<file path="config.mk">
export PLATFORM = sky130hd
export DESIGN_NAME = pressure_sample_fifo
export DESIGN_NICKNAME = d
export VERILOG_FILES = /design/src/pressure_fifo_pkg.sv /design/src/pressure_sample_fifo.sv
export SDC_FILE = /design/constraint.sdc
export NUM_CORES = 2
export LEC_CHECK = 0
export BUFFER_PORTS_ARGS = -buffer_cell sky130_fd_sc_hd__buf_2
export CAP_MARGIN = 20
export CORE_AREA = 2 2 406 408
export CTS_CLUSTER_DIAMETER = 30
export DETAILED_ROUTE_END_ITERATION = 8
export DIE_AREA = 0 0 408 410
export GPL_TIMING_DRIVEN = 0
export SLEW_MARGIN = 20
export SYNTH_ARGS = -nofsm -noshare
export SYNTH_HDL_FRONTEND = slang
export SYNTH_SLANG_ARGS = --single-unit
</file>
<file path="constraint.sdc">
create_clock -name CLK -period 16.5 [get_ports CLK]
set_input_delay 4.95 -clock CLK [delete_from_list [all_inputs] [get_ports CLK]]
set_output_delay 4.95 -clock CLK [all_outputs]
set_load 0.03 [all_outputs]
</file>
<file path="src/pressure_fifo_pkg.sv">
package pressure_fifo_pkg;
  localparam int DEPTH       = 32;
  localparam int SAMPLE_W    = 24;
  localparam int PTR_W       = 5;
  localparam int CNT_W       = 6;
  localparam int SUM_W       = 29;
  localparam int STAGE_DEPTH = 8;
  localparam int TRIM_WORDS  = 4;
  localparam int DEC_W       = 5;

  localparam logic [6:0] ADDR_CONTROL_TWO  = 7'h21;
  localparam logic [6:0] ADDR_CONTROL_FOUR = 7'h23;
  localparam logic [6:0] ADDR_INT_CONFIG   = 7'h24;
  localparam logic [6:0] ADDR_INT_SOURCE   = 7'h25;
  localparam logic [6:0] ADDR_OUT_LOWEST   = 7'h28;
  localparam logic [6:0] ADDR_OUT_MIDDLE   = 7'h29;
  localparam logic [6:0] ADDR_OUT_UPPER    = 7'h2A;
  localparam logic [6:0] ADDR_BUFFER_CFG   = 7'h2E;
  localparam logic [6:0] ADDR_BUFFER_STATE = 7'h2F;

  localparam int C2_ENABLE_BIT   = 6;
  localparam int C2_LIMIT_BIT    = 5;
  localparam int C2_DECIMATE_BIT = 4;
  localparam int IC_LATCH_BIT    = 2;
  localparam int IS_ACTIVE_BIT   = 2;
  localparam int C4_DRDY_BIT     = 0;
  localparam int C4_OVR_BIT      = 1;
  localparam int C4_WTM_BIT      = 2;
  localparam int C4_EMPTY_BIT    = 3;
  localparam int BC_MODE_LSB     = 5;
  localparam int ST_WTM_BIT      = 7;
  localparam int ST_OVR_BIT      = 6;

  localparam logic [2:0] RATE_7HZ  = 3'h2;
  localparam logic [2:0] RATE_12HZ = 3'h3;
  localparam logic [2:0] RATE_25HZ = 3'h4;
  localparam logic [DEC_W-1:0] DIV_7HZ  = 5'h07;
  localparam logic [DEC_W-1:0] DIV_12HZ = 5'h0C;
  localparam logic [DEC_W-1:0] DIV_25HZ = 5'h19;
  localparam logic [DEC_W-1:0] DIV_NONE = 5'h01;

  typedef enum logic [2:0] {
    MODE_BYPASS        = 3'h0,
    MODE_FILL          = 3'h1,
    MODE_STREAM        = 3'h2,
    MODE_STREAM_FILL   = 3'h3,
    MODE_BYPASS_STREAM = 3'h4,
    MODE_MEAN          = 3'h6,
    MODE_BYPASS_FILL   = 3'h7
  } mode_t;

  typedef enum logic [1:0] {
    BEH_IDLE,
    BEH_FILL,
    BEH_STREAM,
    BEH_MEAN
  } behav_t;
endpackage

</file>
<file path="src/pressure_sample_fifo.sv">
`timescale 1ns/1ns
module stage_fifo
  import pressure_fifo_pkg::*;
#(
  parameter int W = 24,
  parameter int D = 8
)
(
  input  wire logic         clk,
  input  wire logic         arst_n,
  input  wire logic         ce,
  input  wire logic         in_valid,
  output logic              in_ready,
  input  wire logic [W-1:0] in_data,
  output logic              out_valid,
  input  wire logic         out_ready,
  output logic [W-1:0]      out_data
);
  localparam int AW = $clog2(D);

  typedef struct packed {
    logic [D-1:0][W-1:0] mem;
    logic [AW-1:0]       rd;
    logic [AW-1:0]       wr;
    logic [AW:0]         count;
  } fifo_state_t;

  fifo_state_t q;
  fifo_state_t s;
  logic        push;
  logic        pop;

  assign in_ready  = (q.count != (AW+1)'(D));
  assign out_valid = (q.count != '0);
  assign out_data  = q.mem[q.rd];
  assign push      = in_valid && in_ready;
  assign pop       = out_valid && out_ready;

  always_comb
  begin
    s = q;
    if (push)
    begin
      s.mem[q.wr] = in_data;
      s.wr        = q.wr + 1'b1;
    end
    if (pop)
      s.rd = q.rd + 1'b1;
    s.count = q.count + (AW+1)'(push) - (AW+1)'(pop);
  end

  always_ff @(posedge clk or negedge arst_n)
  begin
    if (!arst_n)
      q <= '0;
    else if (ce)
      q <= s;
  end
endmodule

module pressure_sample_fifo
  import pressure_fifo_pkg::*;
(
  input  wire logic                  CLK,
  input  wire logic                  ARST_N,
  input  wire logic                  CE,
  input  wire logic                  SAMPLE_VALID,
  output logic                       SAMPLE_READY,
  input  wire logic [SAMPLE_W-1:0]   SAMPLE_DATA,
  input  wire logic [2:0]            SAMPLE_RATE,
  input  wire logic                  TRIGGER_EVENT,
  input  wire logic                  REG_START,
  input  wire logic [6:0]            REG_ADDR,
  input  wire logic                  REG_AUTO_INC,
  input  wire logic                  REG_WR,
  input  wire logic [7:0]            REG_WDATA,
  input  wire logic                  REG_RD,
  output logic [7:0]                 REG_RDATA,
  output logic [1:0]                 NVM_ADDR,
  input  wire logic [7:0]            NVM_DATA,
  output logic                       TRIM_DONE,
  output logic [8*TRIM_WORDS-1:0]    TRIM_VALUE,
  output logic                       DATA_READY,
  output logic                       INTERRUPT_READY_PIN
);
  typedef struct packed {
    logic [DEPTH-1:0][SAMPLE_W-1:0] mem;
    logic [PTR_W-1:0]               rd;
    logic [PTR_W-1:0]               wr;
    logic [CNT_W-1:0]               count;
    logic signed [SUM_W-1:0]        sum;
    logic [DEC_W-1:0]               dec_cnt;
    logic [SAMPLE_W-1:0]            out;
    logic [7:0]                     c2;
    logic [7:0]                     c4;
    logic [7:0]                     icfg;
    logic [7:0]                     bcfg;
    logic [7:0]                     rdata;
    logic [6:0]                     ptr;
    logic                           inc;
    logic                           ia;
    logic                           trig;
    logic                           ovr;
    logic                           drdy;
    logic                           trim_done;
    logic [1:0]                     trim_idx;
    logic [TRIM_WORDS-1:0][7:0]     trim;
  } state_t;

  function automatic behav_t behaviour(input logic en, input logic [2:0] m, input logic tr);
    behav_t b;
    b = BEH_IDLE;
    if (en)
    begin
      unique case (mode_t'(m))
        MODE_BYPASS:        b = BEH_IDLE;
        MODE_FILL:          b = BEH_FILL;
        MODE_STREAM:        b = BEH_STREAM;
        MODE_STREAM_FILL:   b = tr ? BEH_FILL : BEH_STREAM;
        MODE_BYPASS_STREAM: b = tr ? BEH_STREAM : BEH_IDLE;
        MODE_BYPASS_FILL:   b = tr ? BEH_FILL : BEH_IDLE;
        MODE_MEAN:          b = BEH_MEAN;
        default:            b = BEH_IDLE;
      endcase
    end
    return b;
  endfunction

  function automatic logic [2:0] window_shift(input logic [4:0] w);
    logic [2:0] sh;
    sh = 3'h0;
    for (int i = 0; i < 5; i++)
      if (w[i])
        sh = 3'(i + 1);
    return sh;
  endfunction

  function automatic logic [DEC_W-1:0] rate_divider(input logic [2:0] r);
    logic [DEC_W-1:0] v;
    unique case (r)
      RATE_7HZ:  v = DIV_7HZ;
      RATE_12HZ: v = DIV_12HZ;
      RATE_25HZ: v = DIV_25HZ;
      default:   v = DIV_NONE;
    endcase
    return v;
  endfunction

  function automatic logic [6:0] next_addr(input logic [6:0] a);
    return (a == ADDR_OUT_UPPER) ? ADDR_OUT_LOWEST : a + 7'h01;
  endfunction

  state_t                  q;
  state_t                  s;
  behav_t                  beh;
  logic [SAMPLE_W-1:0]     stage_data;
  logic                    stage_valid;
  logic                    stage_ready;
  logic                    stage_in_ready;
  logic                    take;
  logic                    pop_read;
  logic                    cfg_write;
  logic                    buffered;
  logic                    full;
  logic                    wtm_flag;
  logic [CNT_W-1:0]        eff_depth;
  logic [CNT_W-1:0]        win;
  logic [CNT_W-1:0]        cnt;
  logic [SAMPLE_W-1:0]     shown;
  logic [4:0]              wtm;
  logic signed [SUM_W-1:0] new_ext;
  logic signed [SUM_W-1:0] old_ext;

  assign wtm       = q.bcfg[4:0];
  assign cnt       = q.count;
  assign beh       = behaviour(q.c2[C2_ENABLE_BIT], q.bcfg[7:BC_MODE_LSB], q.trig);
  assign buffered  = (beh == BEH_FILL) || (beh == BEH_STREAM);
  assign win       = CNT_W'(wtm) + 6'h01;
  assign eff_depth = (beh == BEH_MEAN) ? win :
                     (q.c2[C2_LIMIT_BIT] && wtm != 5'h00) ? CNT_W'(wtm) : CNT_W'(DEPTH);
  assign full      = (q.count >= eff_depth);
  assign wtm_flag  = (wtm != 5'h00) && (q.count >= CNT_W'(wtm));
  assign shown     = (buffered && q.count != '0) ? q.mem[q.rd] : q.out;
  assign pop_read  = REG_RD && !REG_START && (q.ptr == ADDR_OUT_UPPER);
  assign cfg_write = REG_WR && !REG_START &&
                     (q.ptr == ADDR_BUFFER_CFG || q.ptr == ADDR_CONTROL_TWO);
  assign take      = stage_valid && stage_ready;
  // No sample is offered a slot before the trim copy ends
  assign SAMPLE_READY = stage_in_ready && q.trim_done;
  // Drain stalls while a host pop or a control two or buffer configuration write owns the buffer pointers
  assign stage_ready = !pop_read && !cfg_write;
  assign new_ext   = SUM_W'(signed'(stage_data));
  assign old_ext   = SUM_W'(signed'(q.mem[q.rd]));

  stage_fifo #(
    .W (SAMPLE_W),
    .D (STAGE_DEPTH)
  ) u_stage (
    .clk       (CLK),
    .arst_n    (ARST_N),
    .ce        (CE),
    .in_valid  (SAMPLE_VALID && q.trim_done),
    .in_ready  (stage_in_ready),
    .in_data   (SAMPLE_DATA),
    .out_valid (stage_valid),
    .out_ready (stage_ready),
    .out_data  (stage_data)
  );

  always_comb
  begin
    s = q;
    // Trim copy, one word per cycle after reset
    if (!q.trim_done)
    begin
      s.trim[q.trim_idx] = NVM_DATA;
      s.trim_idx         = q.trim_idx + 2'h1;
      s.trim_done        = (q.trim_idx == 2'(TRIM_WORDS - 1));
    end
    if (!q.icfg[IC_LATCH_BIT])
      s.ia = 1'b0;
    if (REG_START)
    begin
      s.ptr = REG_ADDR;
      s.inc = REG_AUTO_INC;
    end
    else if (REG_RD)
    begin
      unique case (q.ptr)
        ADDR_CONTROL_TWO:  s.rdata = q.c2;
        ADDR_CONTROL_FOUR: s.rdata = q.c4;
        ADDR_INT_CONFIG:   s.rdata = q.icfg;
        ADDR_INT_SOURCE:   s.rdata = 8'(q.ia) << IS_ACTIVE_BIT;
        ADDR_OUT_LOWEST:   s.rdata = shown[7:0];
        ADDR_OUT_MIDDLE:   s.rdata = shown[15:8];
        ADDR_OUT_UPPER:    s.rdata = shown[23:16];
        ADDR_BUFFER_CFG:   s.rdata = q.bcfg;
        ADDR_BUFFER_STATE: s.rdata = {wtm_flag, q.ovr, q.count};
        default:           s.rdata = 8'h00;
      endcase
      if (q.ptr == ADDR_INT_SOURCE)
        s.ia = 1'b0;
      if (q.ptr == ADDR_BUFFER_STATE)
        s.ovr = 1'b0;
      if (pop_read)
      begin
        s.drdy = 1'b0;
        if (buffered && q.count != '0)
        begin
          s.out   = q.mem[q.rd];
          s.rd    = q.rd + 1'b1;
          s.count = q.count - 6'h01;
        end
      end
      if (q.inc)
        s.ptr = next_addr(q.ptr);
    end
    else if (REG_WR)
    begin
      unique case (q.ptr)
        ADDR_CONTROL_TWO:  s.c2   = REG_WDATA;
        ADDR_CONTROL_FOUR: s.c4   = REG_WDATA;
        ADDR_INT_CONFIG:   s.icfg = REG_WDATA;
        ADDR_BUFFER_CFG:   s.bcfg = REG_WDATA;
        default:           s.c2   = q.c2;
      endcase
      // New configuration restarts the buffer and re-arms the trigger
      if (cfg_write)
      begin
        s.count   = '0;
        s.rd      = '0;
        s.wr      = '0;
        s.sum     = '0;
        s.dec_cnt = '0;
        s.trig    = 1'b0;
      end
      if (q.inc)
        s.ptr = next_addr(q.ptr);
    end
    if (TRIGGER_EVENT)
      s.ia = 1'b1;
    if (q.ia)
      s.trig = 1'b1;
    if (take)
    begin
      s.drdy = 1'b1;
      unique case (beh)
        BEH_IDLE:
          s.out = stage_data;
        BEH_FILL:
        begin
          if (!full)
          begin
            s.mem[q.wr] = stage_data;
            s.wr        = q.wr + 1'b1;
            s.count     = q.count + 6'h01;
          end
          else
            s.ovr = 1'b1;
        end
        BEH_STREAM:
        begin
          s.mem[q.wr] = stage_data;
          s.wr        = q.wr + 1'b1;
          if (full)
          begin
            s.rd  = q.rd + 1'b1;
            s.ovr = 1'b1;
          end
          else
            s.count = q.count + 6'h01;
        end
        BEH_MEAN:
        begin
          s.mem[q.wr] = stage_data;
          s.wr        = q.wr + 1'b1;
          if (full)
          begin
            s.sum = q.sum + new_ext - old_ext;
            s.rd  = q.rd + 1'b1;
          end
          else
          begin
            s.sum   = q.sum + new_ext;
            s.count = q.count + 6'h01;
          end
          if (s.count == win)
          begin
            if (!q.c2[C2_DECIMATE_BIT] || q.dec_cnt == '0)
              s.out = SAMPLE_W'(s.sum >>> window_shift(wtm));
            if (q.c2[C2_DECIMATE_BIT])
              s.dec_cnt = (q.dec_cnt == '0) ?
                          rate_divider(SAMPLE_RATE) - 5'h01 : q.dec_cnt - 5'h01;
          end
          else
            s.out = stage_data;
        end
      endcase
    end
    if (beh == BEH_IDLE)
    begin
      s.count = '0;
      s.rd    = s.wr;
    end
  end

  always_ff @(posedge CLK or negedge ARST_N)
  begin
    if (!ARST_N)
      q <= '0;
    else if (CE)
      q <= s;
  end

  genvar gi;
  generate
    for (gi = 0; gi < TRIM_WORDS; gi++)
    begin : g_trim
      assign TRIM_VALUE[8*gi +: 8] = q.trim[gi];
    end
  endgenerate

  assign NVM_ADDR            = q.trim_idx;
  assign TRIM_DONE           = q.trim_done;
  assign REG_RDATA           = q.rdata;
  assign DATA_READY          = q.drdy;
  assign INTERRUPT_READY_PIN = (q.c4[C4_DRDY_BIT] && q.drdy) ||
                               (q.c4[C4_OVR_BIT] && q.ovr) ||
                               (q.c4[C4_WTM_BIT] && wtm_flag) ||
                               (q.c4[C4_EMPTY_BIT] && q.count == '0);

  AST_DEPTH_BOUND: assert property (@(posedge CLK) disable iff (!ARST_N)
    cnt <= 6'h20) else $error("buffer count above depth");
  AST_BYPASS_EMPTY: assert property (@(posedge CLK) disable iff (!ARST_N)
    CE && beh == BEH_IDLE |=> cnt == '0) else $error("bypass left samples stored");
  AST_FILL_STOPS: assert property (@(posedge CLK) disable iff (!ARST_N)
    CE && take && beh == BEH_FILL && full |=> cnt == $past(cnt) && q.ovr)
    else $error("fill mode accepted past depth");
  AST_LIMIT_DEPTH: assert property (@(posedge CLK) disable iff (!ARST_N)
    buffered |-> cnt <= eff_depth) else $error("count beyond effective depth");
  AST_STREAM_DROPS: assert property (@(posedge CLK) disable iff (!ARST_N)
    CE && take && beh == BEH_STREAM && full |=> cnt == $past(cnt) && q.ovr)
    else $error("stream mode did not drop oldest");
  AST_POP_ON_UPPER: assert property (@(posedge CLK) disable iff (!ARST_N)
    CE && pop_read && buffered && cnt != '0 |=> cnt == $past(cnt) - 6'h01)
    else $error("read of upper byte did not pop");
  AST_ADDR_WRAP: assert property (@(posedge CLK) disable iff (!ARST_N)
    CE && pop_read && q.inc |=> q.ptr == ADDR_OUT_LOWEST)
    else $error("burst address did not wrap");
  AST_READY_SETS: assert property (@(posedge CLK) disable iff (!ARST_N)
    CE && take |=> DATA_READY) else $error("data ready missing after sample");
  AST_TRIM_FIRST: assert property (@(posedge CLK) disable iff (!ARST_N)
    !TRIM_DONE |-> !take ##0 !SAMPLE_READY) else $error("sample before trim load");
endmodule

</file>
Word level (Yosys, flattened, before mapping)
Cells that the tools add are included.
{"block": "word_totals", "regBits": 1131, "latch_bits": 0, "mem_bits_rw": 0, "romBits": 0, "out_inout_bits": 46, "memories": 0}
{"block": "classes", "addsub": 15, "n_mul": 0, "div_mod_pow": 0, "magnitude_cmp": 10, "eq_ne": 28, "n_shift": 1, "n_mux": 99, "bitwise": 3, "n_reduce_logical": 56}
{"cell": "$pmux W768 S2", "n": 1}
{"cell": "$bwmux W768", "n": 1}
{"cell": "$mux W768", "n": 1}
{"cell": "$mux W24", "n": 9}
{"cell": "$bwmux W192", "n": 1}
{"cell": "$bmux W24 S5", "n": 1}
{"cell": "$demux W24 S5", "n": 1}
{"cell": "$mux W114", "n": 1}
{"cell": "$mux W50", "n": 2}
{"cell": "$mux W29", "n": 3}
{"cell": "$mux W74", "n": 1}
{"cell": "$bmux W24 S3", "n": 1}
{"cell": "$demux W24 S3", "n": 1}
{"cell": "$pmux W8 S9", "n": 1}
{"cell": "$mux W5", "n": 14}
{"cell": "$mux W34", "n": 2}
{"cell": "$mux W32", "n": 2}
{"cell": "$eq A7 B6 Y1 const B", "n": 9}
{"cell": "$mux W6", "n": 9}
{"cell": "$mux W8", "n": 6}
{"cell": "$pmux W24 S2", "n": 1}
{"cell": "$mux W35", "n": 1}
{"cell": "$mux W7", "n": 5}
{"cell": "$pmux W11 S3", "n": 1}
{"cell": "56 further kinds", "n": 137}

Depth between registers and ports, before layout
{"block": "depth", "word_depth": 24, "mapped_depth": 29, "mapped_depth_nobuf": 25}

Modules after synthesis
From an unflattened synthesis, not the netlist that was laid out.
{"block": "unflattened", "hier_cells": 4466, "hier_area_um2": 58333.4}
{"mod": "pressure_sample_fifo", "instances": 1, "cells_per_inst": 3911, "area_per_inst_um2": 48941.9, "seq_area_each_um2": 23247.3}
{"mod": "stage_fifo", "instances": 1, "cells_per_inst": 555, "area_per_inst_um2": 9391.5, "seq_area_each_um2": 5054.8}

Worst setup path after synthesis
OpenSTA, ideal clock, no wires.
{"block": "synth_timing", "kind": "input port to flip-flop", "start": "in REG_START", "end": "reg q[108] (netlist name)", "setup_time_ns": 0.078, "arrival_time_ns": 7.475, "setup_slack_ns": 8.947, "cell_stages": 13, "path_buffers": 3, "path_cell_list": "clkbuf_1 -> nor3b_1 -> o211a_1 -> buf_2 -> a31oi_1 -> o21ai_0 -> a211o_1 -> a211oi_2 -> nand4_1 -> buf_4 -> or4_1 -> a31oi_1 -> o21bai_1"}
{"block": "synth_between", "elab_chain_cells": 14}
{"item": "start, declared", "line_no": "pressure_sample_fifo.sv:72", "rtl": "input wire logic REG_START,"}
{"item": "$logic_not A1 Y1", "line_no": "pressure_sample_fifo.sv:184, pressure_sample_fifo.sv:185"}
{"item": "$logic_and A1 B1 Y1 (2 in a row)", "line_no": "pressure_sample_fifo.sv:185", "rtl": "assign cfg_write = REG_WR && !REG_START &&"}
{"item": "$mux W50", "line_no": "pressure_sample_fifo.sv:268", "rtl": "if (cfg_write)"}
{"item": "$mux W50", "line_no": "pressure_sample_fifo.sv:258", "rtl": "else if (REG_WR)"}
{"item": "$mux W6", "line_no": "pressure_sample_fifo.sv:227", "rtl": "else if (REG_RD)"}
{"item": "$mux W114", "line_no": "pressure_sample_fifo.sv:222", "rtl": "if (REG_START)"}
{"item": "$mux W6", "line_no": "pressure_sample_fifo.sv:317", "rtl": "if (full)"}
{"item": "$mux W6", "line_no": "pressure_sample_fifo.sv:287", "rtl": "unique case (beh)"}
{"item": "$mux W6", "line_no": "pressure_sample_fifo.sv:284", "rtl": "if (take)"}
{"item": "$eq A6 B6 Y1", "line_no": "pressure_sample_fifo.sv:327", "rtl": "if (s.count == win)"}
{"item": "$mux W24", "line_no": "pressure_sample_fifo.sv:327"}
{"item": "$pmux W24 S2", "line_no": "pressure_sample_fifo.sv:287"}
{"item": "$mux W74 *", "line_no": "pressure_sample_fifo.sv:284"}
{"item": "end signal, assigned", "line_no": "pressure_sample_fifo.sv:352", "rtl": "q <= s;"}
{"item": "end, declared", "line_no": "pressure_sample_fifo.sv:153", "rtl": "state_t q;"}
Every way passes the cells marked *; elsewhere a longest branch is shown, timed or not. The select of a mux whose other input is x is not followed.
A chain may end at the register's enable or synchronous reset.

Worst setup path after layout
{"block": "layout_timing", "start": "reg u_stage.q[7] (netlist name)", "end": "reg q[107] (netlist name)"}
{"block": "layout_between", "elab_chain_cells": 12}
{"item": "start, declared", "line_no": "pressure_sample_fifo.sv:28", "rtl": "fifo_state_t q;"}
{"item": "start signal, assigned", "line_no": "pressure_sample_fifo.sv:57", "rtl": "q <= s;"}
{"item": "$bmux W24 S3 *", "line_no": "pressure_sample_fifo.sv:35", "rtl": "assign out_data = q.mem[q.rd];"}
{"item": "$mux W24 (implied by the code) *", "line_no": "pressure_sample_fifo.sv:35"}
{"item": "net stage_data[1]", "line_no": "pressure_sample_fifo.sv:156", "rtl": "logic [SAMPLE_W-1:0] stage_data;"}
{"item": "$add A29 B24 Y29 *", "line_no": "pressure_sample_fifo.sv:319, pressure_sample_fifo.sv:324"}
{"item": "$sub A29 B24 Y29", "line_no": "pressure_sample_fifo.sv:319", "rtl": "s.sum = q.sum + new_ext - old_ext;"}
{"item": "$mux W29 *", "line_no": "pressure_sample_fifo.sv:317"}
{"item": "$mux W29 *", "line_no": "pressure_sample_fifo.sv:287"}
{"item": "$mux W29 *", "line_no": "pressure_sample_fifo.sv:284"}
{"item": "$sshr A29 B3 Y24 *", "line_no": "pressure_sample_fifo.sv:330", "rtl": "s.out = SAMPLE_W'(s.sum >>> window_shift(wtm));"}
{"item": "$mux W24 *", "line_no": "pressure_sample_fifo.sv:329", "rtl": "if (!q.c2[C2_DECIMATE_BIT] || q.dec_cnt == '0)"}
{"item": "$mux W24 *", "line_no": "pressure_sample_fifo.sv:327"}
{"item": "$pmux W24 S2 *", "line_no": "pressure_sample_fifo.sv:287"}
{"item": "$mux W74 *", "line_no": "pressure_sample_fifo.sv:284"}
The timed path passes the listed nets; every way through them passes the cells marked *. The select of a mux whose other input is x is not followed.

==> impl_metrics.tcl <==
set metrics [dict create \
    antenna_found_initial 20 \
    rsz0062_at_grt "no" \
    synthCells 5313 \
    yosys_register_bits 1131 \
    nFillCells 15112 \
    critical_path_required_ps 17260 \
    finish.utilization_pct 43.1 \
    period_needed_ps 9960 \
    dieArea_sq_mm 0.167 \
    firstDrtPassIters 6 \
    tns_ps 0 \
    ios 105 \
    min_path_type "reg2reg" \
    core_sq_mm 0.163 \
    fin_crit_sh_pct 60.4 \
    final_common_cell "dfrtp_1" \
    path_buf_inv 8 \
    synth_flop_cell "dfrtp_1" \
    max-slew-margin-rel_pct 13.8 \
    clock_sinks 1131 \
    drv_cap 0 \
    grt-busiest-layer "met2" \
    track_usage_pct 26.4 \
    cts_setup_buffers 0 \
    path_delay_family "compound AO/OA/AOI/OAI gates" \
    place_area_sq_mm 0.0608 \
    synth.avg_cell_area_sq_um 10.7 \
    hpwl_microns 158000 \
    synth_area_leaders "dfrtp_1 (50%), mux4_2 (11%), a21oi_1 (8.1%)" \
    die_x_microns 408 \
    seq_area_frac_synth_pct 50.0 \
    drc 0 \
    ys_types 90 \
    rows 149 \
    grt_use_met2_pct 37.9 \
    critPathKind "reg2reg" \
    yosysTopAreaCellShare_pct 50.0 \
    yosys.area.top_type "dfrtp_1" \
    grt_overflow 0 \
    total_power_mw 14.3 \
    cts_hold_buf 0 \
    whs_ps 481 \
    grt_pass1_wl_microns 328000 \
    layout.nets 5889 \
    setup_violations 0 \
    cts_tree "yes" \
    viasPerCell 5.94 \
    fin_area_sq_mm 0.0705 \
    synthArstFlopShare_pct 100 \
    vdd_drop_max_mv 0.120 \
    clock-root-buffer "clkbuf_16" \
    gp_congestion 1.01 \
    layout-drive-gt1-share_pct 22.6 \
    die_height_microns 410 \
    yosysWarningCount 0 \
    worst_path_largest_cell_delay_ps 950 \
    wl_per_cell_microns 27.7 \
    cp-end-kind "register" \
    numCtsBuffers 280 \
    postRouteAntennaNets 0 \
    fmax_mhz 100 \
    outcome "complete, no violations" \
    syn-num-nets 5475 \
    grt_max_degree 143 \
    arrival_ps 10720 \
    skew_ps 106 \
    cts-resized-gates 0 \
    crit_top_cell "clkbuf_1" \
    tightest_slew_ps 1260 \
    finalHoldViolCount 0 \
    clkLatencyLatePin_ps 900 \
    area_growth_pct 24.6 \
    critPathSlowestCell "a2111oi_1" \
    initial_core_util_pct 34.6 \
    vias 48286 \
    use_met1_pct 34.0 \
    grt_pass1_vias 47980 \
    drtIter0Drc 6489 \
    cts.clk_slew.worst_paths_ps 50 \
    portBuffers 104 \
    synth_edf_count 0 \
    crit_fanout 10 \
    clockBufferDepth 4 \
    met3_usage_pct 8.84 \
    slew_viol_final 0 \
    finalWirelength_microns 225000 \
    power_per_cell_area_mw_per_mm2 202 \
    layout_common_cells "dfrtp_1 (1131), nor2_1 (957), a21oi_1 (918)" \
    h-tree-depth 5 \
    netlist_area_sq_mm 0.0566 \
    p_leak_nw 31.4 \
    setup.worst_path.start_class "register" \
]
[final timing paths]
| path | depth (start not counted) | slack (ps) | from | to |
|---|---|---|---|---|
| worst max register to register | 27 | 6540 | u_stage.q[7]$_DFFE_PN0P_ | q[107]$_DFFE_PN0P_ |
| worst min register to register | 1 | 480 | q[124]$_DFFE_PN0P_ | q[124]$_DFFE_PN0P_ |
| min in group asynchronous | 1 | 4090 | ARST_N | u_stage.q[199]$_DFFE_PN0P_ |
| worst max-delay path | 27 | 6540 | u_stage.q[7]$_DFFE_PN0P_ | q[107]$_DFFE_PN0P_ |
| worst min-delay path | 1 | 480 | q[124]$_DFFE_PN0P_ | q[124]$_DFFE_PN0P_ |
| max in group asynchronous | 5 | 9690 | ARST_N | q[268]$_DFFE_PN0P_ |
[per-stage QoR]
step	worst slack, ps	instances
finish	6540	8123
global placement	-14030	7606
CTS	6760	8118
global route	6040	8119
floorplan	8950	5313
detailed placement	6700	7634
[area by class of cell]
cell class	count	area [sq um]	share of cell area, %
Antenna cell	5	12.5	0.0177
Buffer	468	2040	2.89
Clock buffer	372	8070	11.4
Clock inverter	112	1620	2.29
Inverter	84	315	0.447
Multi-Input combinational cell	3630	26300	37.3
Sequential cell	1131	28300	40.1
Tap cell	2189	2740	3.88
Timing Repair Buffer	132	1150	1.64
[sequential cells by signal, indices dropped and copies added (netlist names)]
name	cells
q	879
u_stage.q	202
TRIM_VALUE	32
REG_RDATA	8
cnt	6
NVM_ADDR	2
DATA_READY	1
TRIM_DONE	1
[power breakdown]
group          leakage [nW]  switching [mW]  internal (mW)
Sequential             15.4           0.181           3.10
Combinational          11.3            3.52           1.81
Clock                  4.70            1.69           3.97
[per-layer routing]
| layer | wire length, microns | vias to the layer above |
|---|---|---|
| met5 | 143 | - |
| met4 | 16500 | 22 |
| li1 | - | 19951 |
| met3 | 27600 | 811 |
| met2 | 95200 | 3095 |
| met1 | 85300 | 24407 |
[logic make-up after synthesis]
family | share of synthesized area [%]
compound gates | 14.3
xor+xnor | 0.960
fa+ha+maj | 2.32
buf+inv | 4.11
flops | 50.0
mux | 17.9
simple gates | 10.4
[synth_stat cells, drive strengths merged (11+ instances only)]
| cell | number |
|---|---|
| dfrtp | 1131 |
| nor2 | 958 |
| a21oi | 919 |
| clkbuf | 289 |
| mux4 | 284 |
| mux2 | 263 |
| nand2 | 236 |
| buf | 179 |
| o21ai | 170 |
| ha | 100 |
| inv | 83 |
| mux2i | 77 |
| nand3 | 57 |
| nor3 | 45 |
| a211oi | 40 |
| xnor2 | 35 |
| a21o | 32 |
| a31oi | 29 |
| o211ai | 28 |
| xor2 | 27 |
| o22ai | 26 |
| and3 | 23 |
| nor2b | 16 |
| nand4 | 15 |
| and2 | 13 |
| o21a | 13 |
| or3 | 12 |
| nand2b | 11 |
| o21bai | 11 |
(Power assumes the default switching activity.)
